## config.mk

```make
export PLATFORM = sky130hd
export DESIGN_NAME = spbs_core
export DESIGN_NICKNAME = d
export VERILOG_FILES = /design/src/spbs_pkg.sv /design/src/spbs_core.sv
export SDC_FILE = /design/constraint.sdc
export NUM_CORES = 1
export LEC_CHECK = 0
export ABC_AREA = 1
export BUFFER_PORTS_ARGS = -buffer_cell sky130_fd_sc_hd__buf_2
export CAP_MARGIN = 20
export CORE_MARGIN = 1
export CORE_UTILIZATION = 57
export DETAILED_ROUTE_END_ITERATION = 7
export PLACE_DENSITY_LB_ADDON = 0.08
export REMOVE_ABC_BUFFERS = 1
export SYNTH_ARGS = -nofsm -noshare
export SYNTH_HDL_FRONTEND = slang
export SYNTH_SLANG_ARGS = --single-unit
```

## constraint.sdc

```tcl
create_clock -name mclk_i -period 2.2 [get_ports mclk_i]
set_input_delay 0.11 -clock mclk_i [delete_from_list [all_inputs] [get_ports mclk_i]]
set_output_delay 0.11 -clock mclk_i [all_outputs]
set_load 0.1 [all_outputs]
```

## src/spbs_pkg.sv

```systemverilog
// constants and types for the serial port stop/baud/status block
`default_nettype none
package spbs_pkg;
    localparam logic [2:0] ADDR_STATUS   = 3'h0;
    localparam logic [2:0] ADDR_CTRL1    = 3'h1;
    localparam logic [2:0] ADDR_RELOAD   = 3'h2;
    localparam logic [2:0] ADDR_BUFFER   = 3'h3;
    localparam logic [2:0] ADDR_CTRL2    = 3'h4;
    localparam logic [2:0] ADDR_EVENTS   = 3'h5;
    localparam logic [7:0] STATUS_RESET  = 8'h00;
    localparam logic [7:0] CTRL1_RESET   = 8'h00;
    localparam logic [7:0] RELOAD_RESET  = 8'h00;
    localparam logic [7:0] READ_UNMAPPED = 8'h00;
    // status bit positions
    localparam int ST_SAMPLE  = 7;
    localparam int ST_EDGE    = 6;
    localparam int ST_DATA    = 5;
    localparam int ST_STOP    = 4;
    localparam int ST_START   = 3;
    localparam int ST_DIR     = 2;
    localparam int ST_UPDATE  = 1;
    localparam int ST_FULL    = 0;
    // control one bit positions
    localparam int C1_WRITE_COLLISION_FLAG    = 7;
    localparam int C1_OVF     = 6;
    localparam int C1_EN      = 5;
    localparam int C1_CKREL   = 4;
    // control two (request) bit positions
    localparam int C2_ACK     = 4;
    localparam int C2_RCV     = 3;
    localparam int C2_STOP    = 2;
    localparam int C2_RESTART = 1;
    localparam int C2_START   = 0;
    // event register bit positions
    localparam int EV_BCOL    = 1;
    localparam int EV_PIRQ    = 0;
    localparam logic [3:0] MODE_I2C_MASTER  = 4'h8;
    localparam logic [3:0] MODE_I2C_FW      = 4'hB;
    localparam logic [3:0] MODE_SPI_MASTER  = 4'hA;
    localparam logic [7:0] RELOAD_MIN_I2C   = 8'h03;
    typedef enum logic [2:0] {
        SPBS_IDLE     = 3'b000,
        SPBS_SDA_LOW  = 3'b001,
        SPBS_SCL_REL  = 3'b010,
        SPBS_SCL_HIGH = 3'b011,
        SPBS_SDA_REL  = 3'b100,
        SPBS_DONE     = 3'b101
    } spbs_stop_t;
endpackage
`default_nettype wire

```

## src/spbs_core.sv

```systemverilog
// serial port baud generator, stop collision check and status registers
//
// Contract
// stop: data still low after generator expiry flags collision
// stop: clock low after release, before data high, flags collision
// stop: drive data low, release clock, reload generator, count, sample
// master modes: buffer write starts generator counting
// after operation ends generator stops, clock pin keeps level
// generator reloads twice per serial clock period
// i2c master clock equals oscillator over four times reload plus one
// software never programs reload zero, one or two for i2c
// stop-seen bit set by stop, cleared by reset or disable
// start-seen bit set by start, cleared by reset or disable
// data-or-address bit tracks kind of last byte
// slave: direction bit holds read/write of last matched address
// master: direction bit shows transmit in progress, idle by or
// ten-bit mode: update-address bit asks software for next address
// receive: buffer-full set on byte in, clear when empty
// i2c transmit: buffer-full set while data bits shift out
// buffer write during transmit sets write collision, software clears
// i2c receive into full buffer sets overflow, ignored on transmit
// enable bit gives pins to port, clear returns them to i/o
// slave: clock-release bit low stretches clock, high releases; code stretches only in modes with mode bit 3 clear
// four-bit mode field selects slave, master, firmware, spi modes
// i2c: sample bit disables slew, edge bit selects smbus levels
// master collision sets flag, idles port, clears condition bit
// one generator period after stop-seen, clear stop request, irq
//
// Our own choices: the address map and the strobed register port.
`default_nettype none
module spbs_core (
    input  wire logic       mclk_i,
    input  wire logic       rst_i,
    input  wire logic [2:0] addr_i,
    input  wire logic [7:0] wdata_i,
    input  wire logic       wr_i,
    input  wire logic       rd_i,
    output logic      [7:0] rdata_o,
    input  wire logic       scl_i,
    input  wire logic       sda_i,
    output logic            scl_o,
    output logic            scl_oe_o,
    output logic            sda_o,
    output logic            sda_oe_o,
    output logic            pins_owned_o,
    output logic            slew_off_o,
    output logic            smbus_levels_o,
    output logic [3:0]      mode_o,
    // events from the shifter and address logic outside
    input  wire logic       start_seen_i,
    input  wire logic       byte_rx_i,
    input  wire logic       byte_is_data_i,
    input  wire logic       addr_match_i,
    input  wire logic       addr_rw_i,
    input  wire logic       nack_i,
    input  wire logic       update_addr_i,
    input  wire logic       tx_done_i,
    input  wire logic       op_done_i,
    input  wire logic       other_bcol_i,
    output logic            buf_written_o,
    output logic [7:0]      tx_data_o,
    output logic            brg_tick_o
);
    typedef struct packed {
        logic [1:0] scl_s;
        logic [1:0] sda_s;
        logic [7:0] status;
        logic [7:0] ctrl1;
        logic [4:0] ctrl2;
        logic [1:0] events;
        logic [7:0] reload;
        logic [7:0] rxbuf;
        logic [7:0] txbuf;
        logic [7:0] baud_generator;
        logic       brg_run;
        logic       scl_lvl;
        logic       sda_drv_low;
        spbs_pkg::spbs_stop_t st;
        logic [7:0] rdata;
        logic       tick;
        logic       wr_pulse;
        logic       pre;
    } spbs_state_t;

    spbs_state_t q;
    spbs_state_t n;

    function automatic logic is_i2c_master(input logic [3:0] m);
        return m == spbs_pkg::MODE_I2C_MASTER || m == spbs_pkg::MODE_I2C_FW;
    endfunction

    function automatic logic is_master(input logic [3:0] m);
        return is_i2c_master(m) || m == spbs_pkg::MODE_SPI_MASTER
            || m[3:2] == 2'b00;
    endfunction

    logic       scl_in;
    logic       sda_in;
    logic       en;
    logic       mst;
    logic       i2c_mst;
    logic       expired;
    logic       busy;
    logic       buf_wr;

    assign scl_in  = q.scl_s[1];
    assign sda_in  = q.sda_s[1];
    assign en      = q.ctrl1[spbs_pkg::C1_EN];
    assign mst     = is_master(q.ctrl1[3:0]);
    assign i2c_mst = is_i2c_master(q.ctrl1[3:0]);
    assign expired = q.brg_run && q.pre && q.baud_generator == 8'h00;
    assign busy    = q.status[spbs_pkg::ST_FULL] || q.st != spbs_pkg::SPBS_IDLE;
    assign buf_wr  = wr_i && addr_i == spbs_pkg::ADDR_BUFFER;

    always_comb begin
        n = q;
        n.scl_s = {q.scl_s[0], scl_i};
        n.sda_s = {q.sda_s[0], sda_i};
        n.tick = 1'b0;
        n.wr_pulse = 1'b0;
        n.rdata = spbs_pkg::READ_UNMAPPED;
        // generator: counts down, reloads at zero (two rollovers per period)
        // half-rate count, rollover every 2*(reload+1) clocks
        n.pre = q.brg_run && !q.pre;
        // reload at rollover
        if (q.brg_run) begin
            if (q.pre && q.baud_generator == 8'h00) begin
                n.baud_generator = q.reload;
                n.tick = 1'b1;
                // half period toggles clock
                if (i2c_mst && q.st == spbs_pkg::SPBS_IDLE) begin
                    n.scl_lvl = ~q.scl_lvl;
                end
            end else if (q.pre) begin
                n.baud_generator = q.baud_generator - 8'h01;
            end
        end
        // stop counting, clock level kept
        if (op_done_i) begin
            n.brg_run = 1'b0;
        end
        // software writes
        if (wr_i) begin
            unique case (addr_i)
                spbs_pkg::ADDR_STATUS: begin
                    // only sample and edge bits writable
                    n.status[7:6] = wdata_i[7:6];
                end
                spbs_pkg::ADDR_CTRL1: begin
                    // software clears write collision
                    n.ctrl1 = wdata_i;
                end
                spbs_pkg::ADDR_RELOAD: n.reload = wdata_i;
                spbs_pkg::ADDR_CTRL2: begin
                    // requests accepted only while idle
                    if (!busy && q.ctrl2 == 5'h00) begin
                        n.ctrl2 = wdata_i[4:0];
                    end
                end
                spbs_pkg::ADDR_EVENTS: n.events = q.events & ~wdata_i[1:0];
                spbs_pkg::ADDR_BUFFER: begin
                    if (busy) begin
                        // write lost, flag raised
                        n.ctrl1[spbs_pkg::C1_WRITE_COLLISION_FLAG] = 1'b1;
                    end else begin
                        n.txbuf = wdata_i;
                        n.wr_pulse = 1'b1;
                        // full while shifting out
                        n.status[spbs_pkg::ST_FULL] = i2c_mst;
                        // generator starts on buffer write
                        if (mst) begin
                            n.baud_generator = q.reload;
                            n.brg_run = 1'b1;
                        end
                    end
                end
                default: ;
            endcase
        end
        if (rd_i) begin
            unique case (addr_i)
                spbs_pkg::ADDR_STATUS: n.rdata = q.status;
                spbs_pkg::ADDR_CTRL1:  n.rdata = q.ctrl1;
                spbs_pkg::ADDR_RELOAD: n.rdata = q.reload;
                spbs_pkg::ADDR_BUFFER: begin
                    n.rdata = q.rxbuf;
                    // reading empties the buffer
                    n.status[spbs_pkg::ST_FULL] = 1'b0;
                end
                spbs_pkg::ADDR_CTRL2:  n.rdata = {3'h0, q.ctrl2};
                spbs_pkg::ADDR_EVENTS: n.rdata = {6'h00, q.events};
                default: n.rdata = spbs_pkg::READ_UNMAPPED;
            endcase
        end
        // transmit complete empties buffer
        if (tx_done_i) begin
            n.status[spbs_pkg::ST_FULL] = 1'b0;
            n.status[spbs_pkg::ST_DIR] = 1'b0;
        end
        // master direction shows transmit in progress
        if (q.wr_pulse && i2c_mst) begin
            n.status[spbs_pkg::ST_DIR] = 1'b1;
        end
        // byte received; overflow if still full
        if (byte_rx_i) begin
            if (q.status[spbs_pkg::ST_FULL] && !q.status[spbs_pkg::ST_DIR]) begin
                n.ctrl1[spbs_pkg::C1_OVF] = 1'b1;
            end else begin
                n.status[spbs_pkg::ST_FULL] = 1'b1;
            end
        end
        // data or address
        if (byte_rx_i || tx_done_i) begin
            n.status[spbs_pkg::ST_DATA] = byte_is_data_i;
        end
        // slave direction latch, dropped at start or nack
        if (!mst && addr_match_i) begin
            n.status[spbs_pkg::ST_DIR] = addr_rw_i;
        end else if (!mst && (start_seen_i || nack_i)) begin
            n.status[spbs_pkg::ST_DIR] = 1'b0;
        end
        // ten-bit address update request
        if (update_addr_i && q.ctrl1[2:0] == 3'b111) begin
            n.status[spbs_pkg::ST_UPDATE] = 1'b1;
        end else if (wr_i && addr_i == spbs_pkg::ADDR_RELOAD) begin
            n.status[spbs_pkg::ST_UPDATE] = 1'b0;
        end
        // start seen last
        if (start_seen_i) begin
            n.status[spbs_pkg::ST_START] = 1'b1;
            n.status[spbs_pkg::ST_STOP] = 1'b0;
        end
        // stop sequence
        unique case (q.st)
            spbs_pkg::SPBS_IDLE: begin
                if (q.ctrl2[spbs_pkg::C2_STOP] && i2c_mst) begin
                    // begin with data low
                    n.sda_drv_low = 1'b1;
                    n.scl_lvl = 1'b0;
                    n.st = spbs_pkg::SPBS_SDA_LOW;
                end
            end
            spbs_pkg::SPBS_SDA_LOW: begin
                if (!sda_in) begin
                    n.scl_lvl = 1'b1;
                    n.st = spbs_pkg::SPBS_SCL_REL;
                end
            end
            spbs_pkg::SPBS_SCL_REL: begin
                if (scl_in) begin
                    // load generator from reload register
                    n.baud_generator = q.reload;
                    n.brg_run = 1'b1;
                    n.st = spbs_pkg::SPBS_SCL_HIGH;
                end
            end
            spbs_pkg::SPBS_SCL_HIGH: begin
                // clock pulled low before data released
                if (!scl_in) begin
                    n.events[spbs_pkg::EV_BCOL] = 1'b1;
                    n.st = spbs_pkg::SPBS_IDLE;
                end else if (expired) begin
                    n.sda_drv_low = 1'b0;
                    n.baud_generator = q.reload;
                    n.st = spbs_pkg::SPBS_SDA_REL;
                end
            end
            spbs_pkg::SPBS_SDA_REL: begin
                if (!scl_in) begin
                    // clock low before data high
                    n.events[spbs_pkg::EV_BCOL] = 1'b1;
                    n.st = spbs_pkg::SPBS_IDLE;
                end else if (expired) begin
                    if (!sda_in) begin
                        // data held low by another master
                        n.events[spbs_pkg::EV_BCOL] = 1'b1;
                        n.st = spbs_pkg::SPBS_IDLE;
                    end else begin
                        // stop seen
                        n.status[spbs_pkg::ST_STOP] = 1'b1;
                        n.status[spbs_pkg::ST_START] = 1'b0;
                        n.baud_generator = q.reload;
                        n.st = spbs_pkg::SPBS_DONE;
                    end
                end
            end
            spbs_pkg::SPBS_DONE: begin
                // one period later finish
                if (expired) begin
                    n.ctrl2[spbs_pkg::C2_STOP] = 1'b0;
                    n.events[spbs_pkg::EV_PIRQ] = 1'b1;
                    n.brg_run = 1'b0;
                    n.st = spbs_pkg::SPBS_IDLE;
                end
            end
            default: n.st = spbs_pkg::SPBS_IDLE;
        endcase
        // any collision: abort, release lines, idle
        if (other_bcol_i || q.st inside {spbs_pkg::SPBS_SCL_HIGH,
                spbs_pkg::SPBS_SDA_REL} && n.st == spbs_pkg::SPBS_IDLE) begin
            n.events[spbs_pkg::EV_BCOL] = 1'b1;
            n.ctrl2 = 5'h00;
            n.sda_drv_low = 1'b0;
            n.scl_lvl = 1'b1;
            n.brg_run = 1'b0;
            n.status[spbs_pkg::ST_FULL] = 1'b0;
            n.status[spbs_pkg::ST_DIR] = 1'b0;
            n.st = spbs_pkg::SPBS_IDLE;
        end
        // disable clears start and stop seen
        if (!n.ctrl1[spbs_pkg::C1_EN]) begin
            n.status[spbs_pkg::ST_STOP] = 1'b0;
            n.status[spbs_pkg::ST_START] = 1'b0;
            n.ctrl2 = 5'h00;
            n.brg_run = 1'b0;
            n.sda_drv_low = 1'b0;
            n.scl_lvl = 1'b1;
            n.st = spbs_pkg::SPBS_IDLE;
        end
    end

    always_ff @(posedge mclk_i or posedge rst_i) begin
        if (rst_i) begin
            q <= '{scl_s: 2'b11, sda_s: 2'b11,
                   status: spbs_pkg::STATUS_RESET,
                   ctrl1: spbs_pkg::CTRL1_RESET, ctrl2: 5'h00,
                   events: 2'b00, reload: spbs_pkg::RELOAD_RESET,
                   rxbuf: 8'h00, txbuf: 8'h00, baud_generator: 8'h00,
                   brg_run: 1'b0, scl_lvl: 1'b1, sda_drv_low: 1'b0,
                   st: spbs_pkg::SPBS_IDLE, rdata: 8'h00,
                   tick: 1'b0, wr_pulse: 1'b0, pre: 1'b0};
        end else begin
            q <= n;
        end
    end

    // pins owned only while enabled; open drain drive
    assign pins_owned_o  = en;
    assign scl_o         = 1'b0;
    // slave stretch while release bit clear, only in modes with mode bit 3 clear
    assign scl_oe_o      = en && (i2c_mst ? !q.scl_lvl
                                   : !q.ctrl1[spbs_pkg::C1_CKREL]
                                     && !q.ctrl1[3]);
    assign sda_o         = 1'b0;
    assign sda_oe_o      = en && q.sda_drv_low;
    // i2c pad controls
    assign slew_off_o     = q.status[spbs_pkg::ST_SAMPLE];
    assign smbus_levels_o = q.status[spbs_pkg::ST_EDGE];
    // mode field to the rest of the port
    assign mode_o        = q.ctrl1[3:0];
    assign rdata_o       = q.rdata;
    assign buf_written_o = q.wr_pulse;
    assign tx_data_o     = q.txbuf;
    assign brg_tick_o    = q.tick;

    // collision flagged when data low at expiry
    a_stop_data_low: assert property (@(posedge mclk_i) disable iff (rst_i)
        q.st == spbs_pkg::SPBS_SDA_REL && expired && scl_in && !sda_in && en
        |=> q.events[spbs_pkg::EV_BCOL] && q.st == spbs_pkg::SPBS_IDLE)
        else $error("stop data low not flagged");
    // clock low during stop flags collision
    a_stop_clk_low: assert property (@(posedge mclk_i) disable iff (rst_i)
        q.st == spbs_pkg::SPBS_SCL_HIGH && !scl_in && en
        |=> q.events[spbs_pkg::EV_BCOL])
        else $error("stop clock low not flagged");
    // generator loaded when clock seen high
    a_stop_load: assert property (@(posedge mclk_i) disable iff (rst_i)
        q.st == spbs_pkg::SPBS_SCL_REL && scl_in && en && !other_bcol_i
        |=> q.baud_generator == $past(q.reload) && q.brg_run)
        else $error("generator not loaded in stop");
    // buffer write starts generator
    a_buf_starts_brg: assert property (@(posedge mclk_i) disable iff (rst_i)
        buf_wr && !busy && mst && en && !other_bcol_i && !op_done_i
        |=> q.brg_run && q.wr_pulse)
        else $error("buffer write did not start generator");
    // write during transmit sets collision
    a_write_collision_flag_set: assert property (@(posedge mclk_i) disable iff (rst_i)
        buf_wr && busy |=> q.ctrl1[spbs_pkg::C1_WRITE_COLLISION_FLAG] && $stable(q.txbuf))
        else $error("write collision missed");
    // stop seen cleared when disabled
    a_stop_seen_clr: assert property (@(posedge mclk_i) disable iff (rst_i)
        !en |-> !q.status[spbs_pkg::ST_STOP] && !q.status[spbs_pkg::ST_START])
        else $error("start or stop seen while disabled");
    // stop request cleared with port irq
    a_stop_finish: assert property (@(posedge mclk_i) disable iff (rst_i)
        $fell(q.ctrl2[spbs_pkg::C2_STOP]) && en && !q.events[1]
        |-> q.events[spbs_pkg::EV_PIRQ] && q.status[spbs_pkg::ST_STOP])
        else $error("stop finished without irq");
    // no drive while disabled
    a_pins_free: assert property (@(posedge mclk_i) disable iff (rst_i)
        !en |-> !scl_oe_o && !sda_oe_o)
        else $error("pins driven while disabled");
    // overflow on receive into full buffer
    a_rx_overflow: assert property (@(posedge mclk_i) disable iff (rst_i)
        byte_rx_i && q.status[spbs_pkg::ST_FULL] && !q.status[2]
        && !(wr_i && addr_i == spbs_pkg::ADDR_CTRL1)
        |=> q.ctrl1[spbs_pkg::C1_OVF])
        else $error("overflow not flagged");
endmodule
`default_nettype wire

```

==> impl_metrics.prom, run 1 <==
# TYPE chip_impl_metric gauge
chip_impl_metric{name="synth_seq_area_share",unit=""} 0.456
chip_impl_metric{name="routed_wirelength",unit="microns"} 9440
chip_impl_metric{name="synthesis.area",unit="sq um"} 3750
chip_impl_metric{name="relSlewSlack",unit=""} 0.660
chip_impl_info{name="min-delay-start",value="wdata_i[5]"} 1
chip_impl_metric{name="port_buffers",unit=""} 53
chip_impl_metric{name="peakVddDrop",unit="uV"} 785
chip_impl_metric{name="synth_async_sr_flop_share",unit=""} 1.00
chip_impl_metric{name="hold_violations",unit=""} 0
chip_impl_metric{name="cp.arrival",unit="ns"} 1.93
chip_impl_metric{name="drt_first_iter_violations",unit=""} 270
chip_impl_info{name="layout.cells.most_common_list",value="sky130_fd_sc_hd__nand2_1, sky130_fd_sc_hd__dfrtp_1, sky130_fd_sc_hd__inv_1"} 1
chip_impl_metric{name="grt_start_max_net_pins",unit=""} 33
chip_impl_metric{name="critical_path.max_fanout",unit=""} 4
chip_impl_info{name="kind_of_start_point_of_the_critical_path",value="flop"} 1
chip_impl_metric{name="drt_first_pass_iters",unit=""} 8
chip_impl_metric{name="starting_utilization_of_the_core_area",unit=""} 0.590
chip_impl_info{name="synth-main-ff-cell",value="sky130_fd_sc_hd__dfrtp_1"} 1
chip_impl_info{name="cp-startpoint",value="mode_o[1]$_DFFE_PP0P_"} 1
chip_impl_metric{name="syn_area_per_cell",unit="sq um"} 7.91
chip_impl_metric{name="gp_congestion",unit=""} 0.981
chip_impl_metric{name="route.detailed.drc",unit=""} 0
chip_impl_metric{name="num-nets-final",unit=""} 547
chip_impl_metric{name="dp_hpwl",unit="microns"} 7150
chip_impl_metric{name="clock_skew",unit="ns"} 0.00749
chip_impl_metric{name="grt_pass1_wl",unit="microns"} 16000
chip_impl_metric{name="vias",unit=""} 3388
chip_impl_metric{name="period_needed",unit="ns"} 2.04
chip_impl_metric{name="synthToLayoutAreaGrowth",unit="%"} 13.4
chip_impl_metric{name="cellLeakagePower",unit="nW"} 2.22
chip_impl_metric{name="groute.usage.overall",unit=""} 0.300
chip_impl_metric{name="cts-resized-gates",unit=""} 0
chip_impl_metric{name="cts_inserted_buffers",unit=""} 9
chip_impl_info{name="outcome",value="finished clean"} 1
chip_impl_metric{name="clk_pin_slew",unit="ns"} 0.08
chip_impl_metric{name="power-per-cell-area",unit="nW/um^2"} 968
chip_impl_metric{name="layout-drive-gt1-share",unit=""} 0.218
chip_impl_metric{name="max_freq",unit="GHz"} 0.491
chip_impl_metric{name="syn-instance-count",unit=""} 474
chip_impl_metric{name="ys_types",unit=""} 41
chip_impl_metric{name="vertical_die_dimension",unit="microns"} 83.1
chip_impl_info{name="grt_setup_unrepaired",value="no"} 1
chip_impl_metric{name="actual_slew_at_the_worst_max_slew_pin",unit="ns"} 0.510
chip_impl_metric{name="htreeDepth",unit=""} 3
chip_impl_metric{name="timing.final.setup_violations",unit=""} 0
chip_impl_info{name="timing.hold.worst.class",value="primary input to flop"} 1
chip_impl_info{name="setup.worst_path.end",value="scl_oe_o"} 1
chip_impl_metric{name="pin_count",unit=""} 56
chip_impl_metric{name="insertedDiodeCount",unit=""} 0
chip_impl_metric{name="cap_viol_max_count",unit=""} 0
chip_impl_metric{name="clk-insertion-delay-late",unit="ns"} 0.35
chip_impl_metric{name="worst-r2r-setup-slack",unit="ns"} 0.21
chip_impl_metric{name="filler_cell_count",unit=""} 530
chip_impl_metric{name="routed_wire_length_per_instance",unit="microns"} 15.7
chip_impl_metric{name="synth-warning-count",unit=""} 0
chip_impl_metric{name="antenna_found_initial",unit=""} 0
chip_impl_metric{name="antenna_violating_nets_post_route",unit=""} 0
chip_impl_metric{name="die_area",unit="sq um"} 6900
chip_impl_metric{name="floorplan.rows",unit=""} 29
chip_impl_metric{name="drv_slew",unit=""} 0
chip_impl_metric{name="max_root_sink_buffers",unit=""} 2
chip_impl_metric{name="final.setup.tns",unit="ns"} 0
chip_impl_metric{name="multiInputGateArea",unit="sq um"} 1570
chip_impl_info{name="crit_path_end_kind",value="output port"} 1
chip_impl_info{name="critical_path.reg2reg.endpoint",value="q[11]$_DFF_PP0_"} 1
chip_impl_metric{name="sequential_cell_area",unit="sq um"} 1710
chip_impl_metric{name="first_global_vias",unit=""} 3213
chip_impl_metric{name="share_of_the_clock_period_used_by_the_worst_path",unit=""} 0.925
chip_impl_metric{name="synth_enable_flop_cells",unit=""} 0
chip_impl_info{name="critical_path_class",value="flop to output port"} 1
chip_impl_metric{name="cts_sinks",unit=""} 68
chip_impl_metric{name="fp.dieW",unit="microns"} 83.1
chip_impl_metric{name="worst_r2r_path_depth",unit=""} 10
chip_impl_metric{name="avgViaCountPerCell",unit=""} 5.64
chip_impl_info{name="cts-root-buf",value="sky130_fd_sc_hd__clkbuf_8"} 1
chip_impl_metric{name="totalPowerFinal",unit="mW"} 4.11
chip_impl_info{name="cts_tree",value="yes"} 1
chip_impl_metric{name="grt_overflow",unit=""} 0
chip_impl_info{name="worst_r2r_startpoint",value="q[17]$_DFF_PP0_"} 1
chip_impl_info{name="layout.cells.most_common",value="sky130_fd_sc_hd__nand2_1"} 1
chip_impl_metric{name="crit_required",unit="ns"} 2.09
chip_impl_metric{name="core_area",unit="sq um"} 6350
chip_impl_metric{name="ys_ff_latch",unit=""} 68
-- worst min-delay path by stage --
stage                             end  slack, ns  cells past startpoint
CTS                 q[46]$_DFFE_PP0P_      0.003                      3
global route        q[46]$_DFFE_PP0P_       0.02                      3
detailed placement    q[13]$_DFF_PP0_       0.17                      2
finish              q[46]$_DFFE_PP0P_       0.01                      3
floorplan             n[73]$_DFF_PP1_       0.11                      0
global placement      q[12]$_DFF_PP0_       0.16                      2
-- worst max-delay path, cell delays in order (launching register included) --
cell                      delay [ns]
sky130_fd_sc_hd__dfrtp_1        0.40
sky130_fd_sc_hd__inv_1          0.12
sky130_fd_sc_hd__nand2_1        0.07
sky130_fd_sc_hd__nand2_1        0.07
sky130_fd_sc_hd__nand3_1        0.14
sky130_fd_sc_hd__inv_1          0.11
sky130_fd_sc_hd__nand2_1        0.06
sky130_fd_sc_hd__a21oi_1        0.15
sky130_fd_sc_hd__buf_2          0.45
-- sequential cells by signal, indices dropped and copies added, names as in the netlist --
register        flops
q                  41
rdata_o             8
tx_data_o           8
mode_o              4
n                   2
brg_tick_o          1
buf_written_o       1
pins_owned_o        1
slew_off_o          1
smbus_levels_o      1
-- per-layer routing --
metal / track usage / wire length [microns] / vias up
met5: 0 / 0 / -
met4: 0.138 / 226 / 0
met3: 0.0487 / 632 / 25
met2: 0.445 / 4210 / 159
met1: 0.432 / 4370 / 1585
li1: - / - / 1619
-- final cells by class --
type,instances,share of cell area
clock buffer,11,0.0356
clock inverter,5,0.0250
inverter,68,0.0612
multi-input combinational,310,0.369
sequential,68,0.402
tap,77,0.0227
timing repair buffer,62,0.0842
-- cell usage after synthesis, types with 3 or more instances --
library cell               instances  area, sq um
sky130_fd_sc_hd__nand4_1          10         62.6
sky130_fd_sc_hd__inv_1            59          221
sky130_fd_sc_hd__dfrtp_1          63         1580
sky130_fd_sc_hd__inv_2             7         26.3
sky130_fd_sc_hd__nor2_1           32          120
sky130_fd_sc_hd__nand2_1         116          435
sky130_fd_sc_hd__nand2_4           4         45.0
sky130_fd_sc_hd__nand3_1          38          190
sky130_fd_sc_hd__buf_2             3         15.0
sky130_fd_sc_hd__dfstp_2           5          131
sky130_fd_sc_hd__buf_4            23          173
sky130_fd_sc_hd__nor3_1            3         15.0
sky130_fd_sc_hd__a31oi_1           4         25.0
sky130_fd_sc_hd__nor2_4            3         33.8
sky130_fd_sc_hd__o21ai_1           3         15.0
sky130_fd_sc_hd__nand2_2           6         37.5
sky130_fd_sc_hd__a21oi_1          10         50.1
sky130_fd_sc_hd__o211ai_1          5         37.5
sky130_fd_sc_hd__o22ai_1          10         62.6
sky130_fd_sc_hd__o21ai_0          37          185
sky130_fd_sc_hd__a221oi_1          3         26.3
-- timing repair --
action / in CTS / in global routing
setup buffers: 0 / 0
hold endpoints to repair: 21 / 0
hold buffers: 5 / 0
-- logic make-up after synthesis --
| group | after synthesis | share of synthesized area |
|---|---|---|
| AO/OA/AOI/OAI | 83 | 0.133 |
| AND/OR/NAND/NOR | 221 | 0.272 |
| other | 1 | 0.00100 |
| flip-flops | 68 | 0.456 |
| multiplexers | 1 | 0.00300 |
| XOR/XNOR | 2 | 0.00468 |
| buffers and inverters | 97 | 0.127 |
| adder cells (fa/ha/maj) | 1 | 0.00334 |
-- per-stage QoR --
| stage | cell area [sq um] | util | setup WS [ns] | std cells | hold slack (ns) |
|---|---|---|---|---|---|
| 6_report | 4250 | 0.669 | 0.164 | 601 | 0.0132 |
| 5_1_grt | 4250 | 0.669 | 0.0115 | 601 | 0.0177 |
| 4_1_cts | 4250 | 0.669 | 0.179 | 601 | 0.00258 |
| 3_5_place_dp | 3940 | 0.621 | 0.251 | 580 | 0.172 |
| 3_3_place_gp | 3940 | 0.621 | 0.382 | 580 | 0.164 |
| 2_1_floorplan | 3540 | - | -0.801 | 446 | 0.114 |
-- where the power goes --
group,internal [mW],switching [mW]
logic,0.267,0.961
clock network,0.819,0.502
registers,1.43,0.133
Note: power is estimated with default switching activity, not from simulation.
==> inputs of run 2 (changes only) <==
--- a/config.mk
+++ b/config.mk
@@ -7,9 +7,11 @@
 export LEC_CHECK = 0
 export ABC_AREA = 1
 export BUFFER_PORTS_ARGS = -buffer_cell sky130_fd_sc_hd__buf_2
-export CAP_MARGIN = 20
+export CAP_MARGIN = 0
+export CELL_PAD_IN_SITES_DETAIL_PLACEMENT = 1
+export CELL_PAD_IN_SITES_GLOBAL_PLACEMENT = 2
 export CORE_MARGIN = 1
-export CORE_UTILIZATION = 57
+export CORE_UTILIZATION = 33
 export DETAILED_ROUTE_END_ITERATION = 7
 export PLACE_DENSITY_LB_ADDON = 0.08
 export REMOVE_ABC_BUFFERS = 1
==> run 2 against run 1 <==
Against the previous run: clock skew is 0.0036 ns lower; cell count is 10% higher; first-iteration DRC count is 51% lower; combinational power hardly changed; clock power is 7% higher; sequential power hardly changed; utilization is 27 points lower; non-clock buffer count is 1 lower; setup slack better by 0.041 ns; global-route usage is 8.2 points lower; sequential share of layout area is 0.75 points lower; flip-flop and latch count stayed put; critical path type is now flop to flop; critical endpoint is now q[11]$_DFF_PP0_.
==> impl_metrics.prom, run 2 (synthesis results as in run 1) <==
# TYPE chip_impl_metric gauge
chip_impl_info{name="outcome",value="finished clean"} 1
chip_impl_metric{name="worstPathBufferInverterCount",unit=""} 1
chip_impl_metric{name="sw_frac_of_total",unit=""} 0.393
chip_impl_metric{name="seq_power_share",unit=""} 0.372
chip_impl_metric{name="cp.arrival",unit="ns"} 2.24
chip_impl_metric{name="peakVddDrop",unit="uV"} 430
chip_impl_metric{name="timing.final.setup_violations",unit=""} 0
chip_impl_metric{name="groute.usage.overall",unit=""} 0.218
chip_impl_info{name="layout.cells.most_common",value="sky130_fd_sc_hd__nand2_1"} 1
chip_impl_info{name="regMostFlops",value="q"} 1
chip_impl_metric{name="layout-drive-gt1-share",unit=""} 0.216
chip_impl_metric{name="fp.dieW",unit="microns"} 109
chip_impl_metric{name="max_freq",unit="GHz"} 0.501
chip_impl_metric{name="antenna_violating_nets_post_route",unit=""} 0
chip_impl_metric{name="cell_internal_pwr",unit="mW"} 2.57
chip_impl_metric{name="cap_viol_max_count",unit=""} 0
chip_impl_metric{name="power-per-cell-area",unit="nW/um^2"} 976
chip_impl_metric{name="avgViaCountPerCell",unit=""} 5.00
chip_impl_metric{name="drv_slew",unit=""} 0
chip_impl_info{name="kind_of_start_point_of_the_critical_path",value="flop"} 1
chip_impl_metric{name="drt_first_pass_iters",unit=""} 4
chip_impl_metric{name="grt_pass1_wl",unit="microns"} 18900
chip_impl_metric{name="pin_count",unit=""} 56
chip_impl_info{name="path_delay_family",value="simple AND/OR/NAND/NOR gates"} 1
chip_impl_metric{name="hold_violations",unit=""} 0
chip_impl_info{name="cts_tree",value="yes"} 1
chip_impl_metric{name="starting_utilization_of_the_core_area",unit=""} 0.343
chip_impl_info{name="crit_path_end_kind",value="flop"} 1
chip_impl_metric{name="vertical_die_dimension",unit="microns"} 109
chip_impl_metric{name="route.detailed.drc",unit=""} 0
chip_impl_metric{name="largest_register_ffs",unit=""} 41
chip_impl_metric{name="cts-resized-gates",unit=""} 0
chip_impl_info{name="cts-root-buf",value="sky130_fd_sc_hd__clkbuf_16"} 1
chip_impl_metric{name="sequential_cell_area",unit="sq um"} 1710
chip_impl_info{name="layout.cells.most_common_list",value="sky130_fd_sc_hd__nand2_1, sky130_fd_sc_hd__dfrtp_1, sky130_fd_sc_hd__inv_1"} 1
chip_impl_metric{name="routed_wire_length_per_instance",unit="microns"} 17.6
chip_impl_metric{name="cellLeakagePower",unit="nW"} 2.22
chip_impl_metric{name="first_global_vias",unit=""} 3430
chip_impl_metric{name="cts_sinks",unit=""} 68
chip_impl_info{name="critical_path_class",value="flop to flop"} 1
chip_impl_metric{name="antenna_found_initial",unit=""} 0
chip_impl_metric{name="fin_util",unit=""} 0.396
chip_impl_metric{name="multiInputGateArea",unit="sq um"} 1570
chip_impl_metric{name="drt_first_iter_violations",unit=""} 132
chip_impl_metric{name="grt_overflow",unit=""} 0
chip_impl_metric{name="crit_required",unit="ns"} 2.45
chip_impl_info{name="critical_path.cell_chain",value="inv_1 > ha_1 > nand2_2 > nor2_2 > nand2_2 > nor2_4 > nand2_2 > nor3_2 > nor2_1 > a31oi_1"} 1
chip_impl_metric{name="net-switching-power",unit="mW"} 1.66
chip_impl_metric{name="grt_start_max_net_pins",unit=""} 23
chip_impl_info{name="timing.hold.worst.class",value="primary input to flop"} 1
chip_impl_metric{name="clk_pin_slew",unit="ns"} 0.05
chip_impl_metric{name="largest_incremental_delay_on_the_critical_path",unit="ns"} 0.42
chip_impl_metric{name="filler_cell_count",unit=""} 1358
chip_impl_metric{name="period_needed",unit="ns"} 1.99
chip_impl_metric{name="finish.instance_area",unit="sq um"} 4330
chip_impl_metric{name="routed_wirelength",unit="microns"} 11700
chip_impl_metric{name="share_of_the_clock_period_used_by_the_worst_path",unit=""} 0.906
chip_impl_metric{name="clock_skew",unit="ns"} 0.00388
chip_impl_info{name="crit_path_top_delay_cell",value="sky130_fd_sc_hd__dfrtp_1"} 1
chip_impl_metric{name="max_root_sink_buffers",unit=""} 2
chip_impl_metric{name="placement.cell_area",unit="sq um"} 4020
chip_impl_info{name="timing.critical_path.mode_cell",value="sky130_fd_sc_hd__nand2_2"} 1
chip_impl_metric{name="gp_congestion",unit=""} 0.810
chip_impl_metric{name="share_clk_of_total_power",unit=""} 0.333
chip_impl_metric{name="cts_inserted_buffers",unit=""} 9
chip_impl_metric{name="htreeDepth",unit=""} 3
chip_impl_metric{name="p_comb_frac",unit=""} 0.295
chip_impl_metric{name="core_area",unit="sq um"} 10900
chip_impl_metric{name="port_buffers",unit=""} 53
chip_impl_metric{name="clk-insertion-delay-late",unit="ns"} 0.33
chip_impl_metric{name="die_area",unit="sq um"} 11800
chip_impl_metric{name="insertedDiodeCount",unit=""} 0
chip_impl_info{name="grt_setup_unrepaired",value="no"} 1
chip_impl_metric{name="num-nets-final",unit=""} 546
chip_impl_metric{name="vias",unit=""} 3316
chip_impl_metric{name="critical_path.max_fanout",unit=""} 11
chip_impl_metric{name="placedCellCount",unit=""} 644
chip_impl_metric{name="totalPowerFinal",unit="mW"} 4.23
chip_impl_metric{name="floorplan.rows",unit=""} 38
chip_impl_metric{name="dp_hpwl",unit="microns"} 9240
chip_impl_metric{name="synthToLayoutAreaGrowth",unit="%"} 15.6
chip_impl_metric{name="final.setup.tns",unit="ns"} 0
chip_impl_metric{name="post_layout_nonfiller_instances",unit=""} 663
## run 2: cell count changes in the layout (fill, tap and decap cells not counted), sizes merged
cell / previous run / this run
buf: 57 / 58
bufinv: 3 / 1
clkinv: 0 / 3
dlygate4sd3: 5 / 3
inv: 69 / 68
## run 2: final cells by class
cell class | count | share of cell area
Sequential cell | 68 | 0.394
Multi-Input combinational cell | 310 | 0.362
Timing Repair Buffer | 61 | 0.0769
Inverter | 68 | 0.0601
Clock buffer | 11 | 0.0537
Tap cell | 140 | 0.0405
Clock inverter | 5 | 0.0121
## run 2: per-layer routing
| layer | vias to the layer above | GRT usage | routed length, microns |
|---|---|---|---|
| met5 | - | 0 | 0 |
| met4 | 0 | 0.0705 | 172 |
| met3 | 15 | 0.0398 | 364 |
| met2 | 52 | 0.340 | 5310 |
| met1 | 1632 | 0.302 | 5820 |
| li1 | 1617 | - | - |
## run 2: what timing repair did
item                                   4_1_cts  5_1_grt
buffers inserted                             0        0
hold buffers                                 3        0
endpoints found under the hold margin       14        0
## run 2: power by group through the flow
stage               combinational (mW)  sequential (mW)  clock, mW
global placement                  1.24             1.59          0
CTS                               1.26             1.58       1.44
detailed placement                1.25             1.60          0
finish                            1.25             1.57       1.41
global route                      1.36             1.60       1.49
floorplan                        0.489             2.03          0
## run 2: final timing paths
check	start	end	slack, ns	cells past startpoint
setup / recovery	q[18]$_DFF_PP0_	q[11]$_DFF_PP0_	0.21	10
hold / removal	wdata_i[6]	q[47]$_DFFE_PP0P_	0.01	3
setup reg to reg	q[18]$_DFF_PP0_	q[11]$_DFF_PP0_	0.21	10
hold reg to reg	n[75]$_DFF_PP1_	q[75]$_DFF_PP1_	0.36	0
max in group asynchronous	rst_i	q[18]$_DFF_PP0_	1.21	4
min in group asynchronous	rst_i	q[14]$_DFFE_PP0P_	0.32	3
## run 2: through the flow
stage | hold WS (ns) | worst slack [ns]
2_1_floorplan | 0.114 | -0.801
3_3_place_gp | 0.130 | 0.323
3_5_place_dp | 0.133 | 0.281
4_1_cts | 0.0122 | 0.209
5_1_grt | 0.0211 | 0.0508
6_report | 0.0116 | 0.206
## run 2: worst register-to-register path: stages (launching register included)
cell	delay, ns
sky130_fd_sc_hd__dfrtp_1	0.42
sky130_fd_sc_hd__inv_1	0.11
sky130_fd_sc_hd__ha_1	0.23
sky130_fd_sc_hd__nand2_2	0.08
sky130_fd_sc_hd__nor2_2	0.18
sky130_fd_sc_hd__nand2_2	0.11
sky130_fd_sc_hd__nor2_4	0.29
sky130_fd_sc_hd__nand2_2	0.11
sky130_fd_sc_hd__nor3_2	0.19
sky130_fd_sc_hd__nor2_1	0.08
sky130_fd_sc_hd__a31oi_1	0.13
==> inputs of run 3 (changes only) <==
--- a/config.mk
+++ b/config.mk
@@ -13,6 +13,7 @@
 export CORE_MARGIN = 1
 export CORE_UTILIZATION = 33
 export DETAILED_ROUTE_END_ITERATION = 7
+export GPL_TIMING_DRIVEN = 0
 export PLACE_DENSITY_LB_ADDON = 0.08
 export REMOVE_ABC_BUFFERS = 1
 export SYNTH_ARGS = -nofsm -noshare
==> run 3 against run 2 <==
Against the previous run: critical path depth shrank 2; clock skew rose by 0.0013 ns; setup slack gained 0.0079 ns; sequential power barely moved; first-iteration DRC count rose by 2.3%; hold slack gained 0.0072 ns; register-to-register slack hardly changed; flip-flop and latch count unchanged; clock power barely moved; non-clock buffer count fell by 1.
==> impl_metrics.prom, run 3 (synthesis results as in run 1) <==
# TYPE chip_impl_metric gauge
chip_impl_metric{name="drt_first_pass_iters",unit=""} 4
chip_impl_metric{name="clock_skew",unit="ns"} 0.00521
chip_impl_metric{name="period_needed",unit="ns"} 1.99
chip_impl_metric{name="grt_start_max_net_pins",unit=""} 68
chip_impl_metric{name="cell_internal_pwr",unit="mW"} 2.56
chip_impl_metric{name="peakVddDrop",unit="uV"} 399
chip_impl_metric{name="worst-r2r-setup-slack",unit="ns"} 0.22
chip_impl_info{name="kind_of_start_point_of_the_critical_path",value="flop"} 1
chip_impl_metric{name="cp.arrival",unit="ns"} 1.88
chip_impl_metric{name="clk_pin_slew",unit="ns"} 0.05
chip_impl_metric{name="cts_inserted_buffers",unit=""} 9
chip_impl_info{name="regMostFlops",value="q"} 1
chip_impl_info{name="layout.cells.most_common_list",value="sky130_fd_sc_hd__nand2_1, sky130_fd_sc_hd__dfrtp_1, sky130_fd_sc_hd__inv_1"} 1
chip_impl_metric{name="routed_wire_length_per_instance",unit="microns"} 17.2
chip_impl_metric{name="cellLeakagePower",unit="nW"} 2.23
chip_impl_info{name="outcome",value="finished clean"} 1
chip_impl_metric{name="fp.dieW",unit="microns"} 109
chip_impl_metric{name="sw_frac_of_total",unit=""} 0.392
chip_impl_info{name="crit_path_end_kind",value="output port"} 1
chip_impl_metric{name="p_comb_frac",unit=""} 0.295
chip_impl_info{name="layout.cells.most_common",value="sky130_fd_sc_hd__nand2_1"} 1
chip_impl_metric{name="grt_pass1_wl",unit="microns"} 18600
chip_impl_metric{name="dp_hpwl",unit="microns"} 8620
chip_impl_metric{name="starting_utilization_of_the_core_area",unit=""} 0.343
chip_impl_metric{name="first_global_vias",unit=""} 3411
chip_impl_metric{name="seq_power_share",unit=""} 0.373
chip_impl_metric{name="fin_util",unit=""} 0.398
chip_impl_info{name="cts_tree",value="yes"} 1
chip_impl_metric{name="antenna_violating_nets_post_route",unit=""} 0
chip_impl_metric{name="final.setup.tns",unit="ns"} 0
chip_impl_info{name="cts-root-buf",value="sky130_fd_sc_hd__clkbuf_16"} 1
chip_impl_metric{name="timing.final.setup_violations",unit=""} 0
chip_impl_metric{name="groute.usage.overall",unit=""} 0.213
chip_impl_metric{name="grt_overflow",unit=""} 0
chip_impl_metric{name="critical_path.max_fanout",unit=""} 5
chip_impl_metric{name="power-per-cell-area",unit="nW/um^2"} 966
chip_impl_metric{name="port_buffers",unit=""} 53
chip_impl_metric{name="max_root_sink_buffers",unit=""} 2
chip_impl_metric{name="die_area",unit="sq um"} 11800
chip_impl_metric{name="vias",unit=""} 3263
chip_impl_info{name="timing.hold.worst.class",value="primary input to flop"} 1
chip_impl_metric{name="share_of_the_clock_period_used_by_the_worst_path",unit=""} 0.903
chip_impl_metric{name="gp_congestion",unit=""} 0.809
chip_impl_metric{name="routed_wirelength",unit="microns"} 11300
chip_impl_metric{name="vertical_die_dimension",unit="microns"} 109
chip_impl_metric{name="floorplan.rows",unit=""} 38
chip_impl_metric{name="max_freq",unit="GHz"} 0.503
chip_impl_metric{name="num-nets-final",unit=""} 545
chip_impl_metric{name="route.detailed.drc",unit=""} 0
chip_impl_metric{name="pin_count",unit=""} 56
chip_impl_metric{name="drv_slew",unit=""} 0
chip_impl_metric{name="net-switching-power",unit="mW"} 1.65
chip_impl_metric{name="share_clk_of_total_power",unit=""} 0.332
chip_impl_metric{name="actual_slew_at_the_worst_max_slew_pin",unit="ns"} 0.769
chip_impl_metric{name="layout-drive-gt1-share",unit=""} 0.213
chip_impl_metric{name="core_area",unit="sq um"} 10900
chip_impl_metric{name="crit_required",unit="ns"} 2.09
chip_impl_info{name="critical_path_class",value="flop to output port"} 1
chip_impl_metric{name="clk-insertion-delay-late",unit="ns"} 0.33
chip_impl_metric{name="hold_violations",unit=""} 0
chip_impl_metric{name="insertedDiodeCount",unit=""} 0
chip_impl_metric{name="largest_register_ffs",unit=""} 41
chip_impl_metric{name="drt_first_iter_violations",unit=""} 135
chip_impl_metric{name="cap_viol_max_count",unit=""} 0
chip_impl_metric{name="htreeDepth",unit=""} 3
chip_impl_metric{name="totalPowerFinal",unit="mW"} 4.20
chip_impl_metric{name="antenna_found_initial",unit=""} 0
chip_impl_info{name="grt_setup_unrepaired",value="no"} 1
chip_impl_metric{name="synthToLayoutAreaGrowth",unit="%"} 16.2
chip_impl_metric{name="avgViaCountPerCell",unit=""} 4.94
chip_impl_metric{name="relSlewSlack",unit=""} 0.487
chip_impl_metric{name="cts_sinks",unit=""} 68
## run 3: changes by cell type in the layout (fill, tap and decap cells not counted), sizes merged
cell / previous run / this run
buf: 58 / 57
clkinv: 3 / 2
clkinvlp: 1 / 0
## run 3: critical path: stages, from the launching register on
cell and delay, ns:
sky130_fd_sc_hd__dfrtp_1 0.43, sky130_fd_sc_hd__inv_1 0.10, sky130_fd_sc_hd__nand2_1 0.06, sky130_fd_sc_hd__nand2_1 0.06, sky130_fd_sc_hd__nand3_1 0.13, sky130_fd_sc_hd__inv_1 0.10
sky130_fd_sc_hd__nand2_1 0.06, sky130_fd_sc_hd__a21oi_1 0.15, sky130_fd_sc_hd__buf_2 0.45
## run 3: worst paths after layout
check,cells after the start,startpoint,endpoint
setup / recovery,8,mode_o[0]$_DFFE_PP0P_,scl_oe_o
hold / removal,3,wdata_i[6],q[47]$_DFFE_PP0P_
setup reg to reg,10,q[18]$_DFF_PP0_,q[11]$_DFF_PP0_
hold reg to reg,0,n[73]$_DFF_PP1_,q[73]$_DFF_PP1_
max in group asynchronous,4,rst_i,q[15]$_DFF_PP1_
min in group asynchronous,3,rst_i,n[75]$_DFF_PP1_
## run 3: stage by stage
step / setup WS, ns / cells / hold WS, ns / area (sq um)
floorplan: -0.801 / 446 / 0.114 / 3540
global placement: -0.657 / 639 / 0.215 / 3980
detailed placement: 0.0950 / 640 / 0.147 / 4010
CTS: 0.0931 / 657 / 0.0127 / 4310
global route: 0.0143 / 660 / 0.0243 / 4350
finish: 0.214 / 660 / 0.0189 / 4350
## run 3: metal layers
layer	global-route usage	vias to the layer above	wire, microns
li1	-	1608	-
met1	0.302	1586	5700
met5	0	-	0
met2	0.323	57	5010
met4	0.0763	0	225
met3	0.0380	12	379
## run 3: repair_timing
item	4_1_cts	5_1_grt
endpoints found under the setup margin	0	2
gates resized for setup	0	2
setup buffers	0	3
hold buffers	3	0
hold endpoints to repair	66	0
## run 3: power by group through the flow
| stage | Clock (mW) | Sequential, mW | Combinational (mW) |
|---|---|---|---|
| final | 1.40 | 1.57 | 1.24 |
| after global routing | 1.48 | 1.60 | 1.35 |
| after CTS | 1.43 | 1.57 | 1.25 |
| after detailed placement | 0 | 1.59 | 1.24 |
| after global placement | 0 | 1.59 | 1.22 |
| after floorplan | 0 | 2.03 | 0.489 |
## run 3: area by class of cell
type / count / area (sq um)
fillers: 1353 / 6580
flip-flops and latches: 68 / 1710
multi-input cells: 310 / 1580
repair buffers: 60 / 358
inverters: 68 / 263
clock buffers: 11 / 233
well taps: 140 / 175
clock inverters: 3 / 40.0
